--- config.mk ---
export PLATFORM = sky130hd
export DESIGN_NAME = adc_tag_chain_readout
export DESIGN_NICKNAME = d
export VERILOG_FILES = /design/src/common/adc_tag_chain_pkg.sv /design/src/adc_tag_chain_readout.sv
export VERILOG_INCLUDE_DIRS = /design/src /design/src/common
export SDC_FILE = /design/constraint.sdc
export NUM_CORES = 1
export LEC_CHECK = 0
export BUFFER_PORTS_ARGS = -buffer_cell sky130_fd_sc_hd__buf_2
export CAP_MARGIN = 40
export CORE_ASPECT_RATIO = 1.25
export CORE_MARGIN = 10
export CORE_UTILIZATION = 60
export DETAILED_ROUTE_END_ITERATION = 16
export PLACE_DENSITY = 0.82
export RECOVER_POWER = 25
export SKIP_LAST_GASP = 1
export SLEW_MARGIN = 10
export SYNTH_ARGS = -nofsm -noshare
export SYNTH_HDL_FRONTEND = slang
export SYNTH_SLANG_ARGS = --single-unit
--- constraint.sdc ---
create_clock -name pclk -period 3.7 [get_ports pclk]
set_input_delay 0.555 -clock pclk [delete_from_list [all_inputs] [get_ports pclk]]
set_output_delay 0.555 -clock pclk [all_outputs]
set_load 0.03 [all_outputs]
--- src/common/adc_tag_chain_regs.svh ---
// Register offsets, field positions, reset values and timing counts of the tag-chain readout
// Operation
// - Cascade shifting only with external data clock
// - One null bit between chained result words
// - Power-down pin stops analog, keeps digital
// - Last result kept and shiftable when down
// - Clock source select: zero means internal
// - Busy output rising marks conversion end
`ifndef ADC_TAG_CHAIN_REGS_SVH
`define ADC_TAG_CHAIN_REGS_SVH

`define ATC_CTRL_OFS        12'h000
`define ATC_STATUS_OFS      12'h004
`define ATC_RESULT_OFS      12'h008
`define ATC_INT_STATUS_OFS  12'h00C
`define ATC_INT_MASK_OFS    12'h010

`define ATC_CTRL_CASCADE_EN 0
`define ATC_CTRL_RESET      32'h0000_0001

`define ATC_ST_BUSY         0
`define ATC_ST_DOWN         1
`define ATC_ST_SHIFTED      2
`define ATC_ST_EXT_MODE     3

`define ATC_INT_CONV_DONE   0
`define ATC_INT_READ_DONE   1
`define ATC_INT_REFUSED     2
`define ATC_INT_WIDTH       3

`define ATC_CLK_PERIOD_NS   50
`define ATC_CONV_TIME_NS    4000
`define ATC_CONV_CYCLES     ((`ATC_CONV_TIME_NS + `ATC_CLK_PERIOD_NS - 1) / `ATC_CLK_PERIOD_NS)
`define ATC_INT_HALF_CYCLES 2
`define ATC_PD_RECOVERY_NS  1000000

`endif

--- src/common/adc_tag_chain_pkg.sv ---
// Types shared by the tag-chain readout
package adc_tag_chain_pkg;
  typedef enum logic [2:0] {
    ST_IDLE = 3'b001,
    ST_CONV = 3'b010,
    ST_DOWN = 3'b100
  } conv_state_t;
endpackage

--- src/adc_tag_chain_readout.sv ---
// Digital core of a chainable serial converter: conversion control, result shifter, APB regs
//
// Our own choices: the address map and the APB interface to the registers.
`timescale 1ns/1ps
`include "adc_tag_chain_regs.svh"

module adc_tag_chain_readout
  import adc_tag_chain_pkg::*;
#(
  parameter int RES_WIDTH   = 16,
  parameter int CONV_CYCLES = `ATC_CONV_CYCLES,
  parameter int INT_HALF    = `ATC_INT_HALF_CYCLES
) (
  // Clock and reset
  input  wire logic                 pclk,
  input  wire logic                 presetn,
  // APB slave
  input  wire logic                 psel,
  input  wire logic                 penable,
  input  wire logic                 pwrite,
  input  wire logic [11:0]          paddr,
  input  wire logic [31:0]          pwdata,
  output logic      [31:0]          prdata,
  output logic                      pready,
  output logic                      pslverr,
  // Converter pins
  input  wire logic                 read_convert_n,
  input  wire logic                 chip_select_n,
  input  wire logic                 serial_clock_ext,
  input  wire logic                 cascade_in,
  input  wire logic                 clock_source_select,
  input  wire logic                 power_down_pin,
  output logic                      serial_data_out,
  output logic                      serial_data_oe,
  output logic                      serial_clock_out,
  output logic                      busy_n,
  // Analog core
  input  wire logic [RES_WIDTH-1:0] analog_result,
  output logic                      analog_power_down,
  // Interrupt
  output logic                      irq
);

  initial begin
    if (RES_WIDTH < 2 || RES_WIDTH > 31 || CONV_CYCLES < 2 || CONV_CYCLES > 65535 || INT_HALF < 1
        || INT_HALF > 255) begin
      $error("adc_tag_chain_readout: parameter out of range");
    end
  end

  localparam int NPIN = 6;
  localparam int SHW  = RES_WIDTH + 1;

  //////////////////////////////////////////////////////////////////////////////////////////////
  // Pin synchronisers: every outside level passes two flops first
  logic [NPIN-1:0] pin_raw;
  logic [NPIN-1:0] sync1;
  logic [NPIN-1:0] sync2;
  logic [NPIN-1:0] sync3;
  assign pin_raw = {power_down_pin, clock_source_select, cascade_in,
                    serial_clock_ext, chip_select_n, read_convert_n};

  genvar g;
  generate
    for (g = 0; g < NPIN; g++) begin : g_sync
      always_ff @(posedge pclk or negedge presetn) begin
        if (!presetn) begin
          sync1[g] <= 1'b0;
          sync2[g] <= 1'b0;
          sync3[g] <= 1'b0;
        end else begin
          sync1[g] <= pin_raw[g];
          sync2[g] <= sync1[g];
          sync3[g] <= sync2[g];
        end
      end
    end
  endgenerate

  logic rc_fall;
  logic cs_act;
  logic sclk_rise;
  logic tag_s;
  logic ext_mode;
  logic pd_s;
  assign rc_fall   = sync3[0] & ~sync2[0];
  assign cs_act    = ~sync2[1];
  assign sclk_rise = sync2[2] & ~sync3[2];
  assign tag_s     = sync2[3];
  assign ext_mode  = sync2[4];
  assign pd_s      = sync2[5];

  //////////////////////////////////////////////////////////////////////////////////////////////
  // Conversion control and result shifter
  conv_state_t     state;
  conv_state_t     next_state;
  logic [15:0]     conv_cnt;
  logic [15:0]     next_conv_cnt;
  logic [SHW-1:0]  shreg;
  logic [SHW-1:0]  next_shreg;
  logic [RES_WIDTH-1:0] result;
  logic [RES_WIDTH-1:0] next_result;
  logic [5:0]      shifted;
  logic [5:0]      next_shifted;
  logic [4:0]      int_left;
  logic [4:0]      next_int_left;
  logic [7:0]      div_cnt;
  logic [7:0]      next_div_cnt;
  logic            int_clk;
  logic            next_int_clk;
  logic            cascade_en;
  logic            conv_done;
  logic            read_done;
  logic            refused;
  logic            shift_now;
  logic            int_fall;

  assign int_fall  = int_clk && div_cnt == 8'(INT_HALF - 1);
  assign shift_now = cs_act && (ext_mode ? sclk_rise : int_fall);

  always_comb begin
    next_state    = state;
    next_conv_cnt = conv_cnt;
    next_shreg    = shreg;
    next_result   = result;
    next_shifted  = shifted;
    next_int_left = int_left;
    next_div_cnt  = div_cnt;
    next_int_clk  = int_clk;
    conv_done     = 1'b0;
    refused       = 1'b0;
    case (state)
      ST_IDLE: begin
        if (pd_s) begin
          next_state = ST_DOWN;
        end else if (rc_fall && cs_act) begin
          next_state    = ST_CONV;
          next_conv_cnt = 16'(CONV_CYCLES - 1);
        end
      end
      ST_CONV: begin
        if (rc_fall) begin
          refused = 1'b1;
        end
        if (conv_cnt == 16'h0000) begin
          next_state  = ST_IDLE;
          conv_done   = 1'b1;
          next_result = analog_result;
          // Own word, then the null slot, then whatever arrives on the cascade input
          next_shreg  = {analog_result, 1'b0};
          next_shifted = 6'h00;
          if (!ext_mode) begin
            next_int_left = 5'(RES_WIDTH);
            next_div_cnt  = 8'h00;
          end
        end else begin
          next_conv_cnt = conv_cnt - 16'h0001;
        end
      end
      ST_DOWN: begin
        // Result and shift position are left untouched so the old word can still be read
        if (rc_fall) begin
          refused = 1'b1;
        end
        if (!pd_s) begin
          next_state = ST_IDLE;
        end
      end
      default: begin
        next_state = ST_IDLE;
      end
    endcase
    if (shift_now && !conv_done) begin
      // Cascade bits only pass when the receiver owns the data clock
      next_shreg = {shreg[SHW-2:0], ext_mode & cascade_en & tag_s};
      if (shifted != 6'h3F) begin
        next_shifted = shifted + 6'h01;
      end
    end
    if (int_left != 5'h00 && !conv_done) begin
      if (div_cnt == 8'(INT_HALF - 1)) begin
        next_div_cnt = 8'h00;
        next_int_clk = ~int_clk;
        if (int_clk) begin
          next_int_left = int_left - 5'h01;
        end
      end else begin
        next_div_cnt = div_cnt + 8'h01;
      end
    end
  end

  assign read_done = shift_now && !conv_done && shifted == 6'(RES_WIDTH - 1);

  always_ff @(posedge pclk or negedge presetn) begin
    if (!presetn) begin
      state    <= ST_IDLE;
      conv_cnt <= 16'h0000;
      shreg    <= '0;
      result   <= '0;
      shifted  <= 6'h3F;
      int_left <= 5'h00;
      div_cnt  <= 8'h00;
      int_clk  <= 1'b0;
    end else begin
      state    <= next_state;
      conv_cnt <= next_conv_cnt;
      shreg    <= next_shreg;
      result   <= next_result;
      shifted  <= next_shifted;
      int_left <= next_int_left;
      div_cnt  <= next_div_cnt;
      int_clk  <= next_int_clk;
    end
  end

  assign serial_data_out   = shreg[SHW-1];
  assign serial_data_oe    = cs_act;
  assign serial_clock_out  = int_clk;
  assign busy_n            = (state != ST_CONV);
  assign analog_power_down = (state == ST_DOWN);

  //////////////////////////////////////////////////////////////////////////////////////////////
  // APB registers and interrupt
  logic [31:0]               ctrl;
  logic [31:0]               next_ctrl;
  logic [`ATC_INT_WIDTH-1:0] int_status;
  logic [`ATC_INT_WIDTH-1:0] next_int_status;
  logic [`ATC_INT_WIDTH-1:0] int_mask;
  logic [`ATC_INT_WIDTH-1:0] next_int_mask;
  logic [31:0]               next_prdata;
  logic [`ATC_INT_WIDTH-1:0] events;
  logic                      wr;
  logic                      mapped;

  assign cascade_en = ctrl[`ATC_CTRL_CASCADE_EN];
  assign wr         = psel && penable && pwrite;
  assign mapped     = paddr == `ATC_CTRL_OFS || paddr == `ATC_STATUS_OFS
                   || paddr == `ATC_RESULT_OFS || paddr == `ATC_INT_STATUS_OFS
                   || paddr == `ATC_INT_MASK_OFS;
  assign events     = {refused, read_done, conv_done};

  always_comb begin
    next_ctrl       = ctrl;
    next_int_mask   = int_mask;
    next_prdata     = prdata;
    next_int_status = int_status;
    if (wr && paddr == `ATC_CTRL_OFS) begin
      next_ctrl = {31'h0000_0000, pwdata[`ATC_CTRL_CASCADE_EN]};
    end
    if (wr && paddr == `ATC_INT_MASK_OFS) begin
      next_int_mask = pwdata[`ATC_INT_WIDTH-1:0];
    end
    if (wr && paddr == `ATC_INT_STATUS_OFS) begin
      next_int_status = int_status & ~pwdata[`ATC_INT_WIDTH-1:0];
    end
    // A new event beats a clear in the same cycle
    next_int_status = next_int_status | events;
    if (psel && !penable) begin
      case (paddr)
        `ATC_CTRL_OFS:       next_prdata = ctrl;
        `ATC_STATUS_OFS:     next_prdata = {28'h000_0000, ext_mode, shifted >= 6'(RES_WIDTH),
                                            state == ST_DOWN, state == ST_CONV};
        `ATC_RESULT_OFS:     next_prdata = {{(32 - RES_WIDTH){1'b0}}, result};
        `ATC_INT_STATUS_OFS: next_prdata = {29'h0000_0000, int_status};
        `ATC_INT_MASK_OFS:   next_prdata = {29'h0000_0000, int_mask};
        default:             next_prdata = 32'h0000_0000;
      endcase
    end
  end

  always_ff @(posedge pclk or negedge presetn) begin
    if (!presetn) begin
      ctrl       <= `ATC_CTRL_RESET;
      int_status <= '0;
      int_mask   <= '0;
      prdata     <= 32'h0000_0000;
    end else begin
      ctrl       <= next_ctrl;
      int_status <= next_int_status;
      int_mask   <= next_int_mask;
      prdata     <= next_prdata;
    end
  end

  assign pready  = 1'b1;
  assign pslverr = psel && penable && !mapped;
  assign irq     = |(int_status & int_mask);

  //////////////////////////////////////////////////////////////////////////////////////////////
  // Assertions
  no_cascade_int_a: assert property (@(posedge pclk) disable iff (!presetn)
    (shift_now && !conv_done && !ext_mode) |=> shreg[0] == 1'b0)
    else $error("cascade bit entered in internal clock mode");
  null_slot_a: assert property (@(posedge pclk) disable iff (!presetn)
    conv_done |=> shreg[0] == 1'b0 && shreg[SHW-1:1] == $past(analog_result))
    else $error("result word not followed by null slot");
  cascade_pass_a: assert property (@(posedge pclk) disable iff (!presetn)
    (shift_now && !conv_done) |=> shreg[0] == $past(ext_mode & cascade_en & tag_s)
                               && shreg[SHW-1:1] == $past(shreg[SHW-2:0]))
    else $error("cascade bit not shifted in");
  pd_analog_a: assert property (@(posedge pclk) disable iff (!presetn)
    (state == ST_IDLE && pd_s) |=> analog_power_down)
    else $error("power-down pin ignored");
  pd_keep_a: assert property (@(posedge pclk) disable iff (!presetn)
    (state == ST_DOWN && $past(state) == ST_DOWN) |-> $stable(result))
    else $error("result changed while powered down");
  busy_end_a: assert property (@(posedge pclk) disable iff (!presetn)
    $rose(busy_n) |-> $past(conv_done) && result == $past(analog_result))
    else $error("busy released without a fresh result");
  conv_len_a: assert property (@(posedge pclk) disable iff (!presetn)
    (state == ST_IDLE && next_state == ST_CONV) |=> !busy_n [*2])
    else $error("conversion shorter than expected");
  int_pulses_a: assert property (@(posedge pclk) disable iff (!presetn)
    (conv_done && !ext_mode) |=> int_left == 5'(RES_WIDTH))
    else $error("internal clock burst not started");
  irq_level_a: assert property (@(posedge pclk) disable iff (!presetn)
    (|events) |=> (int_status & $past(events)) == $past(events))
    else $error("event lost against clear");

endmodule

---- After elaboration in Yosys (flattened, before gate mapping) ----
Cells that the tools add are included.
word-level totals
  register bits after elaboration ......... 125
  bits in latches ......................... 0
  RAM bits ................................ 0
  memory bits (read-only) ................. 0
  bits of input ports ..................... 71
  output and inout port bits .............. 40
  logic and storage cells ................. 131
  memories kept ........................... 0
cells by class
  add/subtract/negate cells ............... 4
  $mul .................................... 0
  divide/modulo/power cells ............... 0
  magnitude comparators ................... 1
  equal/unequal tests ..................... 18
  shifts and indexed selects .............. 0
  muxes and demuxes ....................... 34
  bitwise logic cells ..................... 12
  reduce and logical (&&, ||, !) cells .... 36
operators with widths
  cell                                                                     count
  16-bit case mux with 5 select lines                                      1
  17-bit two-way mux                                                       3
  16-bit two-way mux                                                       3
  8-bit two-way mux                                                        5
  16-bit case mux with 2 select lines                                      1
  5-bit two-way mux                                                        6
  12-bit by 4-bit equality test with 1-bit output (second input constant)  2
  6-bit two-way mux                                                        4
  16-bit zero test                                                         1
  16-bit by 1-bit subtractor with 16-bit output (second input constant)    1
  3-bit two-way mux                                                        5
  1-bit logical AND                                                        13
  12-bit by 3-bit equality test with 1-bit output (second input constant)  1
  12-bit by 5-bit equality test with 1-bit output (second input constant)  1
  12-bit zero test                                                         1
  2-bit inequality test (second input constant)                            5
  2-bit nonzero test                                                       5
  3-bit case mux with 3 select lines                                       1
  8-bit by 1-bit adder with 8-bit output (second input constant)           1
  8-bit by 1-bit equality test with 1-bit output (second input constant)   1
  6-bit by 1-bit adder with 6-bit output (second input constant)           1
  3-bit bitwise AND                                                        2
  6-bit by 4-bit equality test with 1-bit output (second input constant)   1
  6-bit by 5-bit >= comparator with 1-bit output (second input constant)   1
  21 further kinds                                                         39

---- Logic depth before layout (Yosys ltp) ----
Gate-level depths: netlist (run 1).
  word-level depth ........................ 7
  depth in mapped cells ................... 8
  gate-level depth less buffers ........... 6

---- Least setup slack after synthesis (run 1) ----
Ideal clock, no wire load.
  path kind ............................... reg2reg
  start ................................... reg conv_cnt[0]
  end ..................................... reg result[3]
  setup time .............................. 125 ps
  arrival time ............................ 2015 ps
  path slack .............................. 1560 ps
  stages on the path, launching flop included .. 8
  period minus slack after synthesis ...... 2140 ps
  path through ............................ dfrtp_1 -> inv_1 -> ha_1 -> or4b_4 -> nor4_4 -> nand2_2 -> buf_2 -> mux2_4
between the ends
  word-level cells in the longest chain between the ends .. 2
RTL lines
  item                                  RTL line                      source
  start: declaration                    adc_tag_chain_readout.sv:97   logic [15:0] conv_cnt;
  start signal: assignment              adc_tag_chain_readout.sv:207  conv_cnt <= next_conv_cnt;
  16-bit zero test                      adc_tag_chain_readout.sv:145  if (conv_cnt == 16'h0000) begin
  2-bit AND reduction (no source line)  -
  end signal: assignment                adc_tag_chain_readout.sv:209  result <= next_result;
  end: declaration                      adc_tag_chain_readout.sv:101  logic [RES_WIDTH-1:0] result;
No other way between the ends.
A chain may end at the register's enable or synchronous reset.

---- Final worst setup path (run 1) ----
  start ................................... reg conv_cnt[0]
  end ..................................... reg result[5]
The elaborated chain is that of the path after synthesis.

==> results of run 1 <==
[path summary, 6_finish.rpt]
path / end / slack, ps / cells past startpoint
setup / recovery: result[5] / 930 / 6
hold / removal: sync1[0] / 310 / 1
setup reg to reg: result[5] / 930 / 6
hold reg to reg: pd_s / 350 / 0
max in group asynchronous: shreg[15] / 1150 / 1
min in group asynchronous: int_mask[0] / 1040 / 1
[final cells by class]
class / instances / area [µm²]
clock buffer: 9 / 225
timing repair buffer: 78 / 437
clock inverter: 7 / 88.8
tap: 123 / 154
multi-input combinational: 369 / 2520
fill: 694 / 2860
inverter: 15 / 56.3
sequential: 109 / 2740
[logic make-up after synthesis]
logic type | after synthesis | synth area share
and+or+nand+nor | 167 | 0.182
muxes | 28 | 0.0630
adders and majority gates | 6 | 0.0136
xor gates and xnor gates | 2 | 0.00317
AOI/OAI and AO/OA | 149 | 0.183
other | 2 | 0.00136
DFF | 109 | 0.496
buffers and inverters | 61 | 0.0582
[cells in the mapped netlist, types with 3 or more instances]
cell       count
dfrtp_1      101
o21ai_0       38
nand3_1       31
nor3_1        25
clkbuf_1      23
a31oi_1       19
buf_4         18
a21oi_1       17
nand2_1       17
a22o_1        15
inv_1         15
nand4_1       15
nor2_1        13
mux2_4        11
o31ai_1       11
mux2_2        10
or3_1          9
dfstp_2        8
and3_1         7
mux2i_1        7
nor3b_1        7
nor4_1         7
or4_1          7
ha_1           6
a211o_1        5
a22oi_1        5
a211oi_1       4
nand2b_1       4
nor2b_1        4
o211ai_1       4
a21o_1         3
a2bb2oi_1      3
and2_1         3
buf_6          3
o221ai_1       3
o22ai_1        3
[stage by stage]
stage / util / worst slack (ps) / instance area [µm²] / power (W)
floorplan: - / 1560 / 5580 / 0.00233
global placement: 0.651 / 1080 / 5910 / 0.00249
detailed placement: 0.651 / 1060 / 5910 / 0.00256
CTS: 0.686 / 966 / 6220 / 0.00358
global route: 0.685 / 649 / 6220 / 0.00378
finish: 0.685 / 933 / 6220 / 0.00357
[worst max-delay path, stage by stage (launching register included)]
cell	delay, ps
dfrtp_1	440
inv_1	100
ha_1	160
nor4b_1	460
nand4_1	530
nor2_2	560
mux2_2	410
[layer usage]
layer | vias to the layer above | track usage
met5 | - | 0
met4 | 0 | 0.0774
met3 | 24 | 0.0438
met2 | 184 | 0.338
met1 | 2186 | 0.239
li1 | 2093 | -
[power groups by stage]
stage               clock network (W)  registers (W)  logic (W)
global route                  0.00107        0.00174   0.000969
detailed placement                  0        0.00171   0.000848
global placement                    0        0.00169   0.000808
floorplan                           0        0.00166   0.000666
finish                        0.00101        0.00170   0.000862
CTS                           0.00102        0.00169   0.000865
[sequential cells by signal (all words and copies together) (netlist names), 3 cells and up]
signal      flops
shifted         6
result         16
int_left        5
sync1           6
sync2           3
state           3
shreg          17
conv_cnt       16
int_status      3
prdata         16
int_mask        3
div_cnt         8
==> qor_table.md, run 1 <==
| Metric | Reported | Unit |
|---|---|---|
| Horizontal die dimension | 106 | µm |
| Vias after detailed routing | 4487 | - |
| Cell count after synthesis | 524 | - |
| Top cell type's share of synthesized area | 0.458 | - |
| Upper clock frequency limit | 361 | MHz |
| Fraction of power spent switching nets | 0.333 | - |
| Global placer's final weighted congestion | 0.872 | - |
| Clock insertion delay at the later pin of the skew report | 350 | ps |
| Hold bufs inserted after CTS | 0 | - |
| H-tree depth | 3 | - |
| Commonest non-fill, non-tap cell in the layout | dfrtp_1 | - |
| Max-slew headroom at the worst pin | -0.775 | - |
| Clock network fraction of total power | 0.283 | - |
| Portion of total power attributed to sequential cells | 0.475 | - |
| Post_cts resized | 0 | - |
| Finished Layout Cells | 710 | - |
| Met2 Wirelength | 6820 | µm |
| Asr flop ratio synth | 1.00 | - |
| Count of TritonRoute iterations in the first routing pass | 5 | - |
| Wire length per cell after detailed routing | 18.8 | µm |
| Buffers on Ports | 64 | - |
| Sequential fraction of the synthesis area | 0.496 | - |
| Power density relative to cell area | 575 | mW/mm² |
| Final critical-path share of the clock period | 0.748 | - |
| Sink Count | 109 | - |
| Detailed-route wire length on metal 1 | 5320 | µm |
| Worst hold start | read_convert_n | - |
| Yosys warnings | 0 | - |
| Worst hold slack across all endpoints | 312 | ps |
| Growth of design area from synthesis to finish | 12.6 | % |
| Top Layer Used | met4 | - |
| Kind of critical path | flop to flop | - |
| Minimum period implied by the final worst setup slack | 2770 | ps |
| Net load switching power | 0.00119 | W |
| Avg Inst Size Synth | 10.5 | µm² |
| Crit path from | conv_cnt[0] | - |
| First-iteration detailed-routing DRC count | 287 | - |
| Final Max Slew Viols | 49 | - |
| Core area | 0.00908 | mm² |
| Leading cell types in the layout, fill and taps excluded | dfrtp_1, buf_2, o21ai_0 | - |
| Required @ worst endpoint | 3930 | ps |
| Maximum fanout encountered on the critical timing path | 9 | - |
| CTS tree | built | - |
| Number of primary I/O pins | 111 | - |
| Full die area | 0.0135 | mm² |
| Via count of the first global-routing pass | 4602 | - |
| Final hold violations | 0 | - |
| Peak supply drop | 0.313 | mV |
| Post-route clock skew | 8.85 | ps |
| Share of layout cells above drive strength 1 | 0.230 | - |
| Global router's overall resource usage | 0.198 | - |
| Root Buffer Master | clkbuf_16 | - |
| Transition time of the tightest slew-check pin | 2660 | ps |
| Synth area leader | dfrtp_1 | - |
| Number of nets with antenna violations after routing | 0 | - |
| Class of the most critical hold timing path | primary input to flop | - |
| Diode count | 0 | - |
| Initial antenna violation count | 0 | - |
| Via count normalized by instance count | 6.32 | - |
| CP arrival | 3000 | ps |
| Largest buffer count on any clock path | 2 | - |
| Routed met3 length | 967 | µm |
| Initial Utilization | 0.609 | - |
| Post-Place Cells | 694 | - |
| Total clock buffers created by CTS | 9 | - |
| First-pass GRT wire length | 22400 | µm |
| Launch instance of the worst register-to-register path | conv_cnt[0] | - |
| Violations in the final reports | capacitance limit, slew limit | - |
| Number of core rows | 39 | - |
| Die outline height | 127 | µm |
| Clock transition at path regs | 70 | ps |
| Pin count of the biggest net entering global routing | 62 | - |
| Crit path capture type | flop | - |
| Final HPWL from detailed placement | 9200 | µm |
| Netlist Area Pre-Place | 0.00552 | mm² |
| Setup violations, final | 0 | - |
| Dominant cells by area after synthesis | dfrtp_1, dfstp_2, o21ai_0 | - |
| Element type at the critical path start | flop | - |
| Flops & latches, synth | 109 | - |
| Routed Wire Length | 13400 | µm |
| DRC Markers | 0 | - |
| Number of synthesized flops with an enable pin | 0 | - |
| Max Cap Violations | 1 | - |
| Setup repair after global routing missed its margin | false | - |
| Grt ovf | 0 | - |
| Combinational group share of total power | 0.241 | - |
| Static leakage power | 2.82 | nW |
| Internal power consumption | 0.00238 | W |
| Outcome | complete, but fails checks | - |
| Predominant post-synthesis flop cell | dfrtp_1 | - |
| Number of buffers inserted by post-CTS setup repair | 0 | - |
| Sum of negative setup slack | 0 | ps |
| Unique cell type count in the Yosys netlist | 70 | - |
| Post-layout nets | 659 | - |
(Power assumes the default switching activity.)
==> inputs of run 2 (changes only) <==
--- a/config.mk
+++ b/config.mk
@@ -6,13 +6,14 @@
 export SDC_FILE = /design/constraint.sdc
 export NUM_CORES = 1
 export LEC_CHECK = 0
+export ABC_AREA = 1
 export BUFFER_PORTS_ARGS = -buffer_cell sky130_fd_sc_hd__buf_2
 export CAP_MARGIN = 40
 export CORE_ASPECT_RATIO = 1.25
 export CORE_MARGIN = 10
-export CORE_UTILIZATION = 60
+export CORE_UTILIZATION = 50
 export DETAILED_ROUTE_END_ITERATION = 16
-export PLACE_DENSITY = 0.82
+export PLACE_DENSITY = 0.72
 export RECOVER_POWER = 25
 export SKIP_LAST_GASP = 1
 export SLEW_MARGIN = 10
==> constraint.sdc (replaced) <==
create_clock -name pclk -period 2.28 [get_ports pclk]
set_input_delay 0.342 -clock pclk [delete_from_list [all_inputs] [get_ports pclk]]
set_output_delay 0.342 -clock pclk [all_outputs]
set_load 0.03 [all_outputs]
==> qor_table.md, run 2 <==
| Metric | Reported | Unit | Change |
|---|---|---|---|
| Crit path from | state[2] | - | was conv_cnt[0] |
| Synth area leader | dfrtp_1 | - | unchanged |
| Total clock buffers created by CTS | 9 | - | unchanged |
| Netlist Area Pre-Place | 0.00559 | mm² | was 0.00552 mm² |
| Cell types with the highest counts after synthesis | nand2_1, nand3_1, dfrtp_1, inv_1, nor2_1 | - | was dfrtp_1, o21ai_0, nand3_1, nor3_1, clkbuf_1 |
| Required @ worst endpoint | 1940 | ps | was 3930 ps |
| Global placer's final weighted congestion | 0.841 | - | was 0.872 |
| Max Cap Violations | 0 | - | was 1 |
| Number of synthesized flops with an enable pin | 0 | - | unchanged |
| Core area | 0.0110 | mm² | was 0.00908 mm² |
| Number of primary I/O pins | 111 | - | unchanged |
| First-pass GRT wire length | 21300 | µm | was 22400 µm |
| Flops & latches, synth | 109 | - | unchanged |
| Post-Place Cells | 870 | - | was 694 |
| Sequential fraction of the synthesis area | 0.490 | - | was 0.496 |
| Hold bufs inserted after CTS | 0 | - | unchanged |
| Number of buffers inserted by post-CTS setup repair | 0 | - | unchanged |
| Sink Count | 109 | - | unchanged |
| Post_cts resized | 0 | - | unchanged |
| FF-to-FF path depth | 7 | - | was 6 |
| Power density relative to cell area | 910 | mW/mm² | was 575 mW/mm² |
| Termination of the worst setup path | busy_n | - | was result[5] |
| CP arrival | 1680 | ps | was 3000 ps |
| Grt ovf | 0 | - | unchanged |
| Horizontal die dimension | 115 | µm | was 106 µm |
| Number of nets with antenna violations after routing | 0 | - | unchanged |
| Buffers on Ports | 64 | - | unchanged |
| Delay contributed by the slowest stage of the critical path | 430 | ps | was 560 ps |
| Top cell type's share of synthesized area | 0.452 | - | was 0.458 |
| CTS tree | built | - | unchanged |
| First-iteration detailed-routing DRC count | 298 | - | was 287 |
| Crit path capture type | output pin | - | was flop |
| Die outline height | 138 | µm | was 127 µm |
| Kind of critical path | flop to output pin | - | was flop to flop |
| Number of fill cells in the layout | 988 | - | was 694 |
| Root Buffer Master | clkbuf_16 | - | unchanged |
| Peak supply drop | 0.620 | mV | was 0.313 mV |
| Cell count after synthesis | 684 | - | was 524 |
| Clock transition at path regs | 70 | ps | about the same |
| Asr flop ratio synth | 1.00 | - | unchanged |
| Diode count | 0 | - | unchanged |
| Final hold violations | 0 | - | unchanged |
| Element type at the critical path start | flop | - | unchanged |
| Static leakage power | 3.15 | nW | was 2.82 nW |
| Number of buffer and inverter stages on the critical path | 3 | - | was 1 |
| Initial antenna violation count | 0 | - | unchanged |
| Launch instance of the worst register-to-register path | shifted[0] | - | was conv_cnt[0] |
| Minimum period implied by the final worst setup slack | 2020 | ps |  |
| Maximum fanout encountered on the critical timing path | 13 | - | was 9 |
| Upper clock frequency limit | 494 | MHz |  |
| Initial Utilization | 0.507 | - | was 0.609 |
| Number of core rows | 43 | - | was 39 |
| Dominant cells by area after synthesis | dfrtp_1, nand2_1, nand3_1 | - | was dfrtp_1, dfstp_2, o21ai_0 |
| H-tree depth | 3 | - | unchanged |
| Transition time of the tightest slew-check pin | 1070 | ps | was 2660 ps |
| Routed Wire Length | 12400 | µm | was 13400 µm |
| Finished Layout Cells | 886 | - | was 710 |
| Full die area | 0.0158 | mm² | was 0.0135 mm² |
| Unique cell type count in the Yosys netlist | 42 | - | was 70 |
| Post-route clock skew | 12.7 | ps | was 8.85 ps |
| Via count normalized by instance count | 5.27 | - | was 6.32 |
| Yosys warnings | 0 | - | unchanged |
| Most flop-heavy register | shreg | - | unchanged |
| Setup violations, final | 0 | - | unchanged |
| Cell-by-cell trace of the critical path | nor3_4 -> buf_4 -> inv_1 -> buf_2 | - | was inv_1 -> ha_1 -> nor4b_1 -> nand4_1 -> nor2_2 -> mux2_2 |
| Outcome | finished, final reports clean | - | was complete, but fails checks |
| Count of TritonRoute iterations in the first routing pass | 4 | - | was 5 |
| Setup WS pre-CTS | 369 | ps | was 1060 ps |
| Standard cell with the maximum stage delay on the critical path | dfrtp_1 | - | was nor2_2 |
| Class of the most critical hold timing path | primary input to flop | - | unchanged |
| Final critical-path share of the clock period | 0.887 | - |  |
| Critical Path Stages | 4 | - | was 6 |
| Global router's overall resource usage | 0.160 | - | was 0.198 |
| Post-layout nets | 823 | - | was 659 |
| Share of layout cells above drive strength 1 | 0.177 | - | was 0.230 |
| Total power after layout | 0.00570 | W | was 0.00357 W |
| Largest buffer count on any clock path | 2 | - | unchanged |
| Max-slew headroom at the worst pin | 0.287 | - | was -0.775 |
| Via count of the first global-routing pass | 4542 | - | was 4602 |
| Pin count of the biggest net entering global routing | 50 | - | was 62 |
| Vias after detailed routing | 4673 | - | was 4487 |
| Setup repair after global routing missed its margin | false | - | unchanged |
| Cell with the most instances after synthesis | nand2_1 | - | was dfrtp_1 |
| Worst reg2reg setup slack | 420 | ps | was 930 ps |
| Wire length per cell after detailed routing | 13.9 | µm | was 18.8 µm |
| Final Max Slew Viols | 0 | - | was 49 |
| Clock insertion delay at the later pin of the skew report | 350 | ps | about the same |
| DRC Markers | 0 | - | unchanged |
| Final HPWL from detailed placement | 9050 | µm | was 9200 µm |
| Growth of design area from synthesis to finish | 12.1 | % | was 12.6% |
| Crit path setup slack, layout | 257 | ps | was 933 ps |
| Predominant post-synthesis flop cell | dfrtp_1 | - | unchanged |
| Leading cell types in the layout, fill and taps excluded | nand2_1, nand3_1, dfrtp_1 | - | was dfrtp_1, buf_2, o21ai_0 |
| Sum of negative setup slack | 0 | ps | unchanged |
| Cell family contributing the most delay on the critical path | buffers and inverters | - | was simple AND/OR/NAND/NOR gates |
| Commonest non-fill, non-tap cell in the layout | nand2_1 | - | was dfrtp_1 |
| RR Endpoint | shifted[0] | - | was result[5] |
| Largest register FFs | 17 | - | unchanged |
| Avg Inst Size Synth | 8.17 | µm² | was 10.5 µm² |
==> run 2: how the worst min path moves through the flow <==
stage                        start           to  slack (ps)  cells past startpoint
detailed placement        sync1[0]     sync2[0]         340                      0
global route        read_convert_n     sync1[0]          80                      1
global placement          sync1[0]     sync2[0]         330                      0
finish              power_down_pin     sync1[5]          90                      1
CTS                        presetn  int_mask[2]         0.6                      1
floorplan                  presetn  conv_cnt[0]          50                      0
==> run 2: power by group <==
part | total [W] | internal, W | switching (W)
clock network | 0.00169 | 0.000974 | 0.000713
logic | 0.00144 | 0.000503 | 0.000933
registers | 0.00258 | 0.00231 | 0.000266
==> run 2: cell type report <==
type / instances / area (µm²) / share of cell area
Inverter: 62 / 239 / 0.0382
Tap cell: 135 / 169 / 0.0270
Multi-Input combinational cell: 492 / 2410 / 0.384
Sequential cell: 109 / 2740 / 0.437
Clock inverter: 6 / 91.3 / 0.0146
Clock buffer: 10 / 229 / 0.0366
Timing Repair Buffer: 72 / 390 / 0.0623
==> run 2: through the flow <==
stage                     utilization  hold slack [ps]  instance area (µm²)
after floorplan                     -             46.4                 5640
after detailed placement        0.540              336                 5960
after CTS                       0.569            0.585                 6280
final                           0.568             94.5                 6260
after global routing            0.568             81.5                 6260
after global placement          0.540              333                 5960
==> run 2: logic make-up (layout without fill, tap and decap cells) <==
| kind of cell | Yosys count | after routing | synth area share |
|---|---|---|---|
| flip-flops | 109 | 109 | 0.490 |
| buffers and inverters | 98 | 150 | 0.0896 |
| adder cells (fa/ha/maj) | 6 | 6 | 0.0134 |
| AND/OR/NAND/NOR | 394 | 394 | 0.322 |
| AO/OA/AOI/OAI | 64 | 64 | 0.0667 |
| other | 2 | 17 | 0.00134 |
| XOR/XNOR | 11 | 11 | 0.0172 |
==> run 2: layer usage <==
metal | share of wire | up-vias | wire [µm] | global-route usage
met1 | 0.42 | 2221 | 5220 | 0.197
met4 | 0.015 | 0 | 189 | 0.0489
met3 | 0.047 | 15 | 585 | 0.0351
met2 | 0.51 | 110 | 6350 | 0.271
li1 | - | 2327 | - | -
met5 | 0 | - | 0 | 0
